===== config.mk =====
export PLATFORM = sky130hd
export DESIGN_NAME = tfa_regs
export DESIGN_NICKNAME = d
export VERILOG_FILES = /design/src/design/tfa_regs.v
export VERILOG_INCLUDE_DIRS = /design/src /design/src/include
export SDC_FILE = /design/constraint.sdc
export NUM_CORES = 1
export LEC_CHECK = 0
export ABC_CLOCK_PERIOD_IN_PS = 3940
export BUFFER_PORTS_ARGS = -buffer_cell sky130_fd_sc_hd__buf_2
export CORE_UTILIZATION = 57
export CTS_CLUSTER_DIAMETER = 50
export CTS_CLUSTER_SIZE = 16
export DETAILED_ROUTE_END_ITERATION = 6
export PLACE_DENSITY = 0.95
export SYNTH_ARGS = -nofsm -noshare
export SYNTH_HDL_FRONTEND = slang
export SYNTH_SLANG_ARGS = --single-unit

===== constraint.sdc =====
create_clock -name clk -period 3.94 [get_ports clk]
set_clock_uncertainty 0.05 [all_clocks]
set_input_delay 0.591 -clock clk [delete_from_list [all_inputs] [get_ports clk]]
set_output_delay 0.591 -clock clk [all_outputs]
set_load 0.05 [all_outputs]

===== src/include/tfa_defs.vh =====
// Register offsets, field positions and reset values of the configuration bank.
// Assumes inclusion by the bank's single design file.
`ifndef TFA_DEFS_VH
`define TFA_DEFS_VH
`define TFA_ADDR_MASK 8'h24
`define TFA_ADDR_BETA1 8'h30
`define TFA_ADDR_BETA2 8'h31
`define TFA_ADDR_REC 8'h32
`define TFA_ADDR_LIM1 8'h41
`define TFA_ADDR_LIM2 8'h42
`define TFA_ADDR_LIM3 8'h43
`define TFA_ADDR_DRIVE 8'h51
`define TFA_RST_MASK 5'h10
`define TFA_RST_BETA 3'h3
`define TFA_RST_REC 3'h7
`define TFA_RST_LIM 8'h55
`define TFA_RST_DRIVE 8'h00
`define TFA_BETA_OFF 3'h7
`define TFA_BETA1_TRIP_READ 8'h05
`define TFA_BETA1_TRIP_CODE 3'h5
`define TFA_SEL_RST 2'h0
`define TFA_MASK_SPIN 4
`define TFA_MASK_STALL 3
`define TFA_SEL_NONE 2'h0
`define TFA_SEL_D1 2'h1
`define TFA_SEL_D3 2'h2
`endif


===== src/design/tfa_regs.v =====
// Configuration register bank: alert masks, beta and series resistance settings, high limits, fan drive.
// Assumes a serial bus front end gives one-cycle write and read strobes with a byte address, on clk.
`timescale 1ns/1ps
`include "tfa_defs.vh"

module tfa_regs (
    input wire clk,
    input wire reset,
    input wire wr_en,
    input wire rd_en,
    input wire [7:0] addr,
    input wire [7:0] wr_data,
    output reg [7:0] rd_data,
    input wire sw_lock,
    input wire [1:0] hw_trip_channel_select,
    input wire auto_fan_en,
    input wire [7:0] auto_drive_level,
    input wire [23:0] diode_temps,
    input wire [2:0] diode_fault_flags,
    input wire [2:0] limit_shutdown_en,
    input wire fan_spin_fail,
    input wire fan_stall,
    input wire other_alert_flags,
    output wire [2:0] diode_over_limit_flags,
    output wire [2:0] beta_comp_en,
    output wire [2:0] diode1_gain_code,
    output wire [2:0] diode2_gain_code,
    output wire [2:0] diode3_gain_code,
    output wire [2:0] series_r_correct_en,
    output wire [7:0] fan_drive_out,
    output wire alert_n,
    output wire system_off_n
);

    // ----------------------------------------------------------------
    // Helpers.
    // ----------------------------------------------------------------
    function over_limit;
        input [7:0] temp;
        input [7:0] lim;
        begin
            over_limit = $signed(temp) > $signed(lim);
        end
    endfunction

    reg [4:0] mask_reg;
    reg [2:0] beta1_reg;
    reg [2:0] beta2_reg;
    reg [2:0] rec_reg;
    reg [7:0] lim1_reg;
    reg [7:0] lim2_reg;
    reg [7:0] lim3_reg;
    reg [7:0] drive_written_reg;
    reg [7:0] drive_applied_reg;
    reg [1:0] sel_s1_reg;
    reg [1:0] sel_s2_reg;
    reg [7:0] rd_next;

    wire sel_d1 = sel_s2_reg == `TFA_SEL_D1;
    wire sel_d3 = sel_s2_reg == `TFA_SEL_D3;
    wire wr_ok = wr_en && !sw_lock;

    // ----------------------------------------------------------------
    // Register writes.
    // ----------------------------------------------------------------
    always @(posedge clk or posedge reset) begin
        if (reset) begin
            mask_reg <= `TFA_RST_MASK;
            beta1_reg <= `TFA_RST_BETA;
            beta2_reg <= `TFA_RST_BETA;
            rec_reg <= `TFA_RST_REC;
            lim1_reg <= `TFA_RST_LIM;
            lim2_reg <= `TFA_RST_LIM;
            lim3_reg <= `TFA_RST_LIM;
            drive_written_reg <= `TFA_RST_DRIVE;
            sel_s1_reg <= `TFA_SEL_RST;
            sel_s2_reg <= `TFA_SEL_RST;
        end else begin
            sel_s1_reg <= hw_trip_channel_select;
            sel_s2_reg <= sel_s1_reg;
            if (wr_en && addr == `TFA_ADDR_MASK) begin
                mask_reg <= wr_data[4:0];
            end
            if (wr_ok && addr == `TFA_ADDR_BETA1 && !sel_d1) begin
                beta1_reg <= wr_data[2:0];
            end
            if (wr_ok && addr == `TFA_ADDR_BETA2) begin
                beta2_reg <= wr_data[2:0];
            end
            if (wr_ok && addr == `TFA_ADDR_REC) begin
                rec_reg[0] <= sel_d1 ? rec_reg[0] : wr_data[0];
                rec_reg[1] <= wr_data[1];
                rec_reg[2] <= sel_d3 ? rec_reg[2] : wr_data[2];
            end
            if (wr_ok && addr == `TFA_ADDR_LIM1) begin
                lim1_reg <= wr_data;
            end
            if (wr_ok && addr == `TFA_ADDR_LIM2) begin
                lim2_reg <= wr_data;
            end
            if (wr_ok && addr == `TFA_ADDR_LIM3) begin
                lim3_reg <= wr_data;
            end
            if (wr_en && addr == `TFA_ADDR_DRIVE) begin
                drive_written_reg <= wr_data;
            end
        end
    end

    // ----------------------------------------------------------------
    // Applied fan drive.
    // ----------------------------------------------------------------
    always @(posedge clk or posedge reset) begin
        if (reset) begin
            drive_applied_reg <= `TFA_RST_DRIVE;
        end else if (auto_fan_en) begin
            drive_applied_reg <= auto_drive_level;
        end else if (wr_en && addr == `TFA_ADDR_DRIVE) begin
            drive_applied_reg <= wr_data;
        end else begin
            drive_applied_reg <= drive_written_reg;
        end
    end

    assign fan_drive_out = drive_applied_reg;

    // ----------------------------------------------------------------
    // Register reads.
    // ----------------------------------------------------------------
    always @* begin
        rd_next = 8'h00;
        case (addr)
            `TFA_ADDR_MASK: rd_next = {3'h0, mask_reg};
            `TFA_ADDR_BETA1: rd_next = sel_d1 ? `TFA_BETA1_TRIP_READ : {5'h00, beta1_reg};
            `TFA_ADDR_BETA2: rd_next = {5'h00, beta2_reg};
            `TFA_ADDR_REC: rd_next = {5'h00, rec_reg};
            `TFA_ADDR_LIM1: rd_next = lim1_reg;
            `TFA_ADDR_LIM2: rd_next = lim2_reg;
            `TFA_ADDR_LIM3: rd_next = lim3_reg;
            `TFA_ADDR_DRIVE: rd_next = drive_applied_reg;
            default: rd_next = 8'h00;
        endcase
    end

    always @(posedge clk or posedge reset) begin
        if (reset) begin
            rd_data <= 8'h00;
        end else if (rd_en) begin
            rd_data <= rd_next;
        end
    end

    // ----------------------------------------------------------------
    // Beta, limits, alert and shutdown.
    // ----------------------------------------------------------------
    wire [2:0] beta1_eff = sel_d1 ? `TFA_BETA1_TRIP_CODE : beta1_reg;
    assign diode1_gain_code = beta1_eff;
    assign diode2_gain_code = beta2_reg;
    assign diode3_gain_code = `TFA_BETA_OFF;
    assign beta_comp_en = {1'b0, diode2_gain_code != `TFA_BETA_OFF, diode1_gain_code != `TFA_BETA_OFF};
    assign series_r_correct_en = rec_reg;

    assign diode_over_limit_flags = {over_limit(diode_temps[23:16], lim3_reg),
                                     over_limit(diode_temps[15:8], lim2_reg),
                                     over_limit(diode_temps[7:0], lim1_reg)};

    wire [2:0] chan_flags = diode_over_limit_flags | diode_fault_flags;
    wire alert_any = |(chan_flags & ~mask_reg[2:0])
        | (fan_spin_fail & ~mask_reg[`TFA_MASK_SPIN])
        | (fan_stall & ~mask_reg[`TFA_MASK_STALL])
        | other_alert_flags;
    assign alert_n = ~alert_any;
    assign system_off_n = ~|(diode_over_limit_flags & limit_shutdown_en);

endmodule // tfa_regs


==> results of run 1 <==
==> cells by family (layout without fill, tap and decap cells) <==
group / count (synthesis) / count (layout) / share of synthesized area
AO/OA/AOI/OAI: 67 / 67 / 0.125
adder cells (fa/ha/maj): 24 / 24 / 0.0806
buffers and inverters: 51 / 151 / 0.0557
flip-flops: 66 / 66 / 0.450
multiplexers: 56 / 56 / 0.167
other: 2 / 4 / 0.00202
AND/OR/NAND/NOR: 80 / 80 / 0.121
==> through the flow <==
stage	instances	hold slack (ns)
after floorplan	348	0.281
after global placement	509	0.284
final	525	0.283
after global routing	525	0.284
after CTS	525	0.285
after detailed placement	509	0.294
==> placed cells by master, fill, tap and decap left out, types with 3 or more instances in the layout <==
cell,count
nor2b_1,6
dfstp_2,20
nand2_1,14
nand3_1,9
nand2b_1,5
mux2i_1,8
inv_1,36
clkbuf_8,10
o2bb2ai_1,3
conb_1,4
nand3b_1,4
and3_1,3
mux2_2,48
nand4_1,5
o21ai_0,11
a221oi_1,5
a21o_1,5
o211ai_1,3
nor2_1,17
a21oi_1,15
buf_2,96
ha_1,24
dfrtp_1,46
==> worst max-delay path, stage by stage, from the launching register on <==
cell	delay (ns)
dfstp_2	0.54
inv_1	0.07
ha_1	0.28
o21ai_0	0.16
a21oi_1	0.08
a2111oi_1	0.63
o21bai_1	0.16
a2111oi_2	0.38
buf_2	0.32
==> per-layer routing <==
layer,track usage,wire length (um),part of all wire
met2,0.488,4740,0.49
met5,0,0,0
met1,0.367,3970,0.41
met3,0.0696,664,0.068
met4,0.138,335,0.035
==> power by group through the flow <==
| stage | sequential [W] | clock [W] | combinational [W] |
|---|---|---|---|
| after floorplan | 0.000773 | 0 | 0.000144 |
| after CTS | 0.000728 | 0.000638 | 0.000270 |
| after global placement | 0.000738 | 0 | 0.000255 |
| after detailed placement | 0.000740 | 0 | 0.000267 |
| after global routing | 0.000731 | 0.000666 | 0.000292 |
| final | 0.000729 | 0.000642 | 0.000272 |
==> final cells by class <==
| class | count | area (um2) |
|---|---|---|
| Sequential cell | 66 | 1680 |
| Tap cell | 77 | 96.3 |
| Multi-Input combinational cell | 231 | 1860 |
| Clock inverter | 5 | 77.6 |
| Fill cell | 429 | 1820 |
| Timing Repair Buffer | 98 | 495 |
| Clock buffer | 11 | 141 |
| Inverter | 37 | 139 |
==> worst min-delay path by stage <==
stage | from | endpoint | slack, ns
after floorplan | sel_s1_reg[0] | sel_s2_reg[0] | 0.28
after global placement | sel_s1_reg[0] | sel_s2_reg[0] | 0.28
after detailed placement | sel_s1_reg[0] | sel_s2_reg[0] | 0.29
after CTS | hw_trip_channel_select[1] | sel_s1_reg[1] | 0.29
after global routing | hw_trip_channel_select[0] | sel_s1_reg[0] | 0.28
final | hw_trip_channel_select[1] | sel_s1_reg[1] | 0.28
==> impl_metrics.py, run 1 <==
metrics = {
    "critical_path": {
        "path_class": "register to output port",
        "worstSetupStartpointType": "register",
        "worstRegToRegCells": 5,
        "r2r_slack_ns": 2.14,
        "critPathArrivalTime_ns": 2.98,
        "cp-endpoint": "alert_n",
        "critical_path_required_ns": 3.30,
        "crit_path_max_fanout": 2,
        "end_kind": "output port",
        "worstSetupStartpoint": "lim2_reg[2]",
        "reg2reg_from": "sel_s2_reg[0]",
        "r2r_end": "rd_data[0]",
    },
    "run": {
        "cap_violations": 0,
    },
    "cts": {
        "cts_num_sinks": 66,
        "cts_tree": "done",
        "cts_buffers": 9,
        "cts-root-buf": "clkbuf_8",
        "htreeDepth": 3,
        "clk_latency_ns": 0.36,
        "cts.clk_slew.worst_paths_ns": 0.07,
        "cts_setup_buffers": 0,
        "cts_buffer_depth": 2,
        "cts.hold.buffers_added": 0,
        "post_cts_resized": 0,
    },
    "synth": {
        "syn_area_um2": 3730,
        "synth_top_area_share": 0.309,
        "ys_ff_latch": 66,
        "synth_top_cell_by_area": "dfrtp_1",
        "synth_common_cells": "mux2_2, dfrtp_1, inv_1",
        "seq_area_frac_synth": 0.450,
        "yosysWarningCount": 0,
        "synth-edff-count": 0,
        "netlist_instances": 346,
        "ys_types": 53,
        "syn_area_per_cell_um2": 10.8,
        "ys.flop_type": "dfrtp_1",
        "synth.most_common_cell": "mux2_2",
        "synth-async-reset-ratio": 1.00,
        "synth_top_cells_by_area": "dfrtp_1, mux2_2, dfstp_2, ha_1, inv_1",
    },
    "layout": {
        "fin_nets": 532,
        "diodes": 0,
        "drive_gt1_frac": 0.426,
        "synthToLayoutAreaGrowth_pct": 20.5,
        "post-route-util": 0.711,
        "stdcell_area_um2": 4490,
    },
    "die": {
        "die_y_um": 82.9,
        "core-area_um2": 6310,
        "start_util": 0.590,
        "die_w_um": 82.9,
        "rows": 29,
        "ios": 101,
        "dieArea_um2": 6860,
    },
    "global_route": {
        "grt_max_degree": 42,
        "grt_use_total": 0.295,
        "grt_pass1_wl_um": 15600,
        "overflow": 0,
        "grt_pass1_vias": 3232,
        "antenna_found_initial": 0,
    },
    "pwr": {
        "ir_drop_uv": 290,
        "power_w": 0.00164,
        "seqPwrFrac": 0.444,
        "p_sw_frac": 0.284,
        "p_leak_nw": 2.25,
        "p_int_w": 0.00118,
        "combPwrFrac": 0.165,
        "power_density_nw_per_um2": 366,
        "clockPowerShare": 0.391,
        "p_switching_w": 0.000467,
    },
    "sta": {
        "worstMarginPinSlew_ns": 0.799,
        "worst_slack_ns": 0.315,
        "tns_ns": 0,
        "period_minus_slack_ns": 3.62,
        "slew_headroom": 0.460,
        "rsz0062_at_grt": "no",
        "hold_violations": 0,
        "setup_violations": 0,
        "fin_crit_sh": 0.920,
        "report.final.slew_viol_count": 0,
        "fmax_mhz": 276,
    },
    "run_status": {
        "status": "finished clean",
    },
    "placement": {
        "dp_hpwl_um": 7230,
        "pre_cts_ws_ns": 0.478,
        "place_area_um2": 4270,
        "gp_congestion": 0.889,
        "port_buffers": 96,
    },
    "drt": {
        "drtIter0Drc": 213,
        "viasPerCell": 6.05,
        "drt-total-wl_um": 9710,
        "drc": 0,
        "drt_first_pass_iters": 4,
        "vias": 3176,
        "wl_per_cell_um": 18.5,
        "antenna_left": 0,
    },
    "hold_path": {
        "min_path_cells": 1,
        "min_path_type": "input pin to register",
    },
}
No activity file was read; power rests on OpenSTA's default activity.
==> run 2, diff against run 1 <==
--- a/config.mk
+++ b/config.mk
@@ -8,6 +8,7 @@
 export LEC_CHECK = 0
 export ABC_CLOCK_PERIOD_IN_PS = 3940
 export BUFFER_PORTS_ARGS = -buffer_cell sky130_fd_sc_hd__buf_2
+export CORE_MARGIN = 5
 export CORE_UTILIZATION = 57
 export CTS_CLUSTER_DIAMETER = 50
 export CTS_CLUSTER_SIZE = 16
==> constraint.sdc (replaced) <==
create_clock -name clk -period 3.94 [get_ports clk]
set_clock_uncertainty 0.05 [all_clocks]
set_input_delay 0.197 -clock clk [delete_from_list [all_inputs] [get_ports clk]]
set_output_delay 0.197 -clock clk [all_outputs]
set_load 0.05 [all_outputs]
==> run 2 against run 1 <==
  * Hold slack lost 0.25 ns
  * Sequential share of layout area is 0.23 points higher
  * Highest routed layer unchanged
  * Critical endpoint unchanged
  * Largest cell class unchanged
  * Setup slack improved by 0.35 ns
  * Utilization is 0.84 points lower
  * Combinational power about the same
  * Die area is 20% higher
  * Global-route usage down 5.8 points
==> impl_metrics.py, run 2 (synthesized netlist as in run 1, its figures left out) <==
metrics = {
    "critical_path": {
        "critical_path_required_ns": 3.69,
        "cp-endpoint": "alert_n",
        "crit_path_max_fanout": 2,
        "reg2reg_from": "sel_s2_reg[0]",
        "end_kind": "output port",
        "worstSetupStartpointType": "register",
        "path_class": "register to output port",
        "path_cells": "inv_1 > ha_1 > o21ai_0 > a21oi_1 > a2111oi_0 > o21bai_1 > a2111oi_1 > buf_2",
        "r2r_end": "rd_data[0]",
        "worstRegToRegCells": 5,
        "worstSetupStartpoint": "lim2_reg[2]",
        "critPathMaxStageDelay_ns": 0.59,
        "critPathArrivalTime_ns": 3.03,
        "critPathSlowestCell": "a2111oi_0",
        "r2r_slack_ns": 2.14,
    },
    "pwr": {
        "p_int_w": 0.00106,
        "combPwrFrac": 0.180,
        "seqPwrFrac": 0.484,
        "ir_drop_uv": 321,
        "clockPowerShare": 0.336,
        "p_leak_nw": 2.25,
        "p_sw_frac": 0.293,
        "p_switching_w": 0.000440,
        "power_density_nw_per_um2": 337,
    },
    "sta": {
        "setup_violations": 0,
        "rsz0062_at_grt": "no",
        "hold_violations": 0,
        "tns_ns": 0,
        "fmax_mhz": 305,
        "report.final.slew_viol_count": 0,
        "worst_slack_ns": 0.664,
        "hold_ws_ns": 0.0285,
        "slew_headroom": 0.551,
        "fin_crit_sh": 0.831,
        "period_minus_slack_ns": 3.28,
        "worstMarginPinSlew_ns": 0.664,
    },
    "placement": {
        "gp_congestion": 0.911,
        "dp_hpwl_um": 7550,
        "place_area_um2": 4260,
        "pre_cts_ws_ns": 1.06,
        "port_buffers": 96,
    },
    "global_route": {
        "antenna_found_initial": 0,
        "overflow": 0,
        "grt_use_total": 0.237,
        "grt_max_degree": 36,
        "grt_pass1_wl_um": 15600,
        "grt_pass1_vias": 3240,
    },
    "cts": {
        "cts_buffer_depth": 2,
        "clk_latency_ns": 0.35,
        "cts_num_sinks": 66,
        "cts_tree": "done",
        "cts_buffers": 9,
        "post_cts_resized": 0,
        "cts-root-buf": "clkbuf_8",
        "htreeDepth": 3,
        "cts.clk_slew.worst_paths_ns": 0.07,
    },
    "drt": {
        "drt-total-wl_um": 9750,
        "drc": 0,
        "vias": 3160,
        "viasPerCell": 5.98,
        "drt_first_pass_iters": 5,
        "drtIter0Drc": 202,
        "antenna_left": 0,
        "wl_per_cell_um": 18.5,
    },
    "hold_path": {
        "min_from": "auto_drive_level[7]",
        "min_path_type": "input pin to register",
    },
    "die": {
        "rows": 29,
        "die_w_um": 90.9,
        "ios": 101,
        "start_util": 0.587,
        "die_y_um": 90.9,
        "dieArea_um2": 8250,
        "core-area_um2": 6350,
    },
    "layout": {
        "diodes": 0,
        "drive_gt1_frac": 0.415,
        "post-route-util": 0.703,
        "fin_nets": 535,
        "final_cell_mix": "buf_2, mux2_2, dfrtp_1",
        "stdcell_area_um2": 4460,
        "n_fill_cell": 444,
        "final-seq-area_um2": 1680,
        "multiInputGateArea_um2": 1850,
        "synthToLayoutAreaGrowth_pct": 19.7,
        "final_common_cell": "buf_2",
    },
    "run": {
        "cap_violations": 0,
    },
    "run_status": {
        "status": "finished clean",
    },
}
run 2: cell count changes in the layout (fill, tap and decap cells not counted), sizes merged:
cell / delta
dlygate4sd3: +3
clkinvlp: -1
clkbuf: +2
clkinv: +1
bufinv: -2
run 2: layout make-up:
cell class | instances | share of cell area
sequential | 66 | 0.376
clock inverter | 3 | 0.00337
tap | 77 | 0.0216
timing repair buffer | 101 | 0.118
clock buffer | 13 | 0.0356
inverter | 37 | 0.0311
multi-input combinational | 231 | 0.415
run 2: critical path, delay by kind of cell (launching register included):
kind	cells	cell delay, ns
AOI/OAI and AO/OA	5	1.47
DFF	1	0.53
buffers and inverters	2	0.39
adders and majority gates	1	0.29
run 2: worst min-delay path by stage:
| stage | end | cells past startpoint |
|---|---|---|
| 3_5_place_dp | sel_s1_reg[1] | 1 |
| 4_1_cts | fan_drive_out[7] | 2 |
| 2_1_floorplan | sel_s1_reg[0] | 0 |
| 6_report | fan_drive_out[7] | 2 |
| 5_1_grt | fan_drive_out[2] | 2 |
| 3_3_place_gp | diode2_gain_code[2] | 2 |
run 2: repair_timing:
item	4_1_cts	5_1_grt
hold buffers	3	0
endpoints found under the hold margin	19	0
buffers inserted	0	0
run 2: stage by stage:
| stage | power, W | instances |
|---|---|---|
| CTS | 0.00151 | 528 |
| global route | 0.00157 | 528 |
| detailed placement | 0.00101 | 509 |
| finish | 0.00150 | 528 |
| global placement | 0.000993 | 509 |
| floorplan | 0.000914 | 348 |
run 2: power by group through the flow:
stage	clock network [W]	registers, W	logic [W]
6_report	0.000505	0.000729	0.000271
5_1_grt	0.000542	0.000732	0.000293
4_1_cts	0.000513	0.000728	0.000270
3_5_place_dp	0	0.000740	0.000266
3_3_place_gp	0	0.000738	0.000255
2_1_floorplan	0	0.000773	0.000142
run 2: layer usage:
layer | track usage | vias to the layer above | routed length (um)
li1 | - | 1446 | -
met1 | 0.299 | 1541 | 3960
met4 | 0.111 | 0 | 257
met3 | 0.0533 | 28 | 661
met5 | 0 | - | 0
met2 | 0.386 | 145 | 4870
==> run 3, diff against run 2 <==
--- a/config.mk
+++ b/config.mk
@@ -6,14 +6,14 @@
 export SDC_FILE = /design/constraint.sdc
 export NUM_CORES = 1
 export LEC_CHECK = 0
-export ABC_CLOCK_PERIOD_IN_PS = 3940
+export ABC_CLOCK_PERIOD_IN_PS = 2800
 export BUFFER_PORTS_ARGS = -buffer_cell sky130_fd_sc_hd__buf_2
 export CORE_MARGIN = 5
-export CORE_UTILIZATION = 57
+export CORE_UTILIZATION = 48
 export CTS_CLUSTER_DIAMETER = 50
 export CTS_CLUSTER_SIZE = 16
 export DETAILED_ROUTE_END_ITERATION = 6
-export PLACE_DENSITY = 0.95
+export PLACE_DENSITY = 0.88
 export SYNTH_ARGS = -nofsm -noshare
 export SYNTH_HDL_FRONTEND = slang
 export SYNTH_SLANG_ARGS = --single-unit
==> constraint.sdc (replaced) <==
create_clock -name clk -period 2.8 [get_ports clk]
set_clock_uncertainty 0.05 [all_clocks]
set_input_delay 0.14 -clock clk [delete_from_list [all_inputs] [get_ports clk]]
set_output_delay 0.14 -clock clk [all_outputs]
set_load 0.05 [all_outputs]
==> run 3 against run 2 <==
  * Largest cell class unchanged
  * Critical endpoint is now system_off_n
  * Clock-buffer cell count did not move
  * Sequential cell count stayed put
  * First-iteration DRC count increased by 13%
  * Final cell count rose by 7.2%
  * Hold slack improved by 0.0037 ns
  * Die area rose by 17%
  * Combinational power grew 52%
  * Via count rose by 1.7%
  * Critical path depth is 1 higher
  * Sequential share of layout area shrank 1.9 points
==> impl_metrics.py, run 3 (synthesized netlist as in run 1, its figures left out) <==
metrics = {
    "critical_path": {
        "critPathMaxStageDelay_ns": 0.54,
        "critPathSlowestCell": "dfstp_2",
        "critPathMostFrequentCell": "buf_4",
        "path_cells": "inv_2 > ha_4 > a21o_1 > and3b_1 > a2111oi_4 > buf_4 > nor2_4 > a222oi_1 > buf_4",
        "worstSetupStartpointType": "register",
        "worstRegToRegCells": 5,
        "reg2reg_from": "sel_s2_reg[0]",
        "crit_path_max_fanout": 2,
        "critPathArrivalTime_ns": 2.55,
        "r2r_slack_ns": 1.00,
        "end_kind": "output port",
        "r2r_end": "rd_data[0]",
        "path_class": "register to output port",
        "critical_path_required_ns": 2.61,
    },
    "placement": {
        "place_area_um2": 4370,
        "dp_hpwl_um": 7750,
        "port_buffers": 96,
        "gp_congestion": 0.884,
        "dp.cells": 537,
    },
    "sta": {
        "period_minus_slack_ns": 2.74,
        "worstMarginPinSlew_ns": 0.672,
        "setup_violations": 0,
        "hold_violations": 0,
        "rsz0062_at_grt": "yes",
        "fin_crit_sh": 0.980,
        "slew_headroom": 0.546,
        "report.final.slew_viol_count": 0,
        "fmax_mhz": 364,
    },
    "die": {
        "dieArea_um2": 9620,
        "die_y_um": 98.1,
        "die_w_um": 98.1,
        "ios": 101,
        "start_util": 0.487,
        "core-area_um2": 7650,
        "rows": 32,
    },
    "layout": {
        "stdcell_area_um2": 4690,
        "final_cells": 566,
        "synthToLayoutAreaGrowth_pct": 26.0,
        "n_fill_cell": 618,
        "drive_gt1_frac": 0.433,
        "final_common_cell": "buf_2",
        "diodes": 0,
        "final_cell_mix": "buf_2, mux2_2, dfrtp_1",
        "post-route-util": 0.614,
        "fin_nets": 548,
    },
    "cts": {
        "cts_num_sinks": 66,
        "cts-root-buf": "clkbuf_8",
        "clk_latency_ns": 0.34,
        "htreeDepth": 3,
        "cts_tree": "done",
        "cts_buffers": 9,
        "cts.clk_slew.worst_paths_ns": 0.07,
        "cts_buffer_depth": 2,
    },
    "pwr": {
        "p_leak_nw": 2.31,
        "power_density_nw_per_um2": 474,
        "p_int_w": 0.00159,
        "combPwrFrac": 0.185,
        "ir_drop_uv": 249,
        "clockPowerShare": 0.352,
        "p_switching_w": 0.000639,
        "seqPwrFrac": 0.462,
        "p_sw_frac": 0.287,
    },
    "run": {
        "cap_violations": 0,
    },
    "hold_path": {
        "min_path_cells": 3,
        "min_path_type": "input pin to register",
        "worstHoldEndpoint": "lim2_reg[5]",
        "min_from": "wr_data[5]",
    },
    "global_route": {
        "grt_use_total": 0.212,
        "grt_max_degree": 33,
        "antenna_found_initial": 0,
        "grt_pass1_vias": 3348,
        "overflow": 0,
        "grt_pass1_wl_um": 16400,
    },
    "drt": {
        "viasPerCell": 5.68,
        "drt_first_pass_iters": 5,
        "antenna_left": 0,
        "vias": 3214,
        "drt-total-wl_um": 10100,
        "drtIter0Drc": 228,
        "wl_per_cell_um": 17.8,
        "drc": 0,
    },
    "run_status": {
        "status": "finished clean",
    },
}
run 3: cell types whose count changed in the layout (fill, tap and decap cells not counted), moves of 2 or more:
cell,before,now
nor2_1,18,16
o21ai_0,11,9
buf_4,2,9
buf_2,96,94
dlygate4sd3_1,3,11
a2111oi_0,3,1
a2111oi_2,0,2
run 3: cell type report:
class / instances / area, um2 / share of cell area
Multi-Input combinational cell: 231 / 1910 / 0.408
Sequential cell: 66 / 1680 / 0.357
Clock inverter: 3 / 40.0 / 0.00853
Inverter: 37 / 139 / 0.0296
Tap cell: 102 / 128 / 0.0272
Timing Repair Buffer: 114 / 648 / 0.138
Clock buffer: 13 / 149 / 0.0317
run 3: metrics by stage:
stage	total power [W]	hold slack (ns)	setup TNS (ns)	setup WS [ns]
floorplan	0.00130	0.121	-0.317	-0.287
global placement	0.00142	0.0435	0	0.352
detailed placement	0.00143	0.0585	0	0.314
CTS	0.00223	0.0242	0	0.0207
global route	0.00231	0.0418	-0.0518	-0.0518
finish	0.00223	0.0322	0	0.0554
run 3: metal layers:
metal	global-route usage	share of wire	routed length [um]	vias up
met5	0	0	0	-
met4	0.0841	0.025	250	0
met3	0.0443	0.085	859	24
met2	0.355	0.49	4940	160
met1	0.269	0.40	4030	1557
li1	-	-	-	1473
run 3: timing repair:
action,in CTS,in global routing
setup endpoints to repair,1,2
gates resized for setup,2,4
pin swaps,1,2
endpoints found under the hold margin,22,0
setup buffers,1,1
hold buffers,11,0
run 3: worst max-delay path, delay by kind of cell (launching register included):
kind            cells  cell delay, ns
buf+inv             3            0.49
fa+ha+maj           1            0.14
simple gates        2            0.22
flops               1            0.54
compound gates      3            0.82
run 3: power groups by stage:
stage / sequential, W / combinational, W / clock, W
after CTS: 0.00103 / 0.000408 / 0.000794
after global routing: 0.00103 / 0.000447 / 0.000833
after floorplan: 0.00109 / 0.000213 / 0
after detailed placement: 0.00104 / 0.000389 / 0
final: 0.00103 / 0.000413 / 0.000785
after global placement: 0.00104 / 0.000374 / 0
run 3: worst max path at each step:
stage | startpoint | to | slack, ns | cells past startpoint
floorplan | lim2_reg[4] | system_off_n | -0.29 | 7
global placement | lim2_reg[6] | alert_n | 0.35 | 7
detailed placement | lim2_reg[6] | alert_n | 0.31 | 7
CTS | lim2_reg[2] | alert_n | 0.02 | 8
global route | lim2_reg[4] | system_off_n | -0.05 | 9
finish | lim2_reg[4] | system_off_n | 0.06 | 9
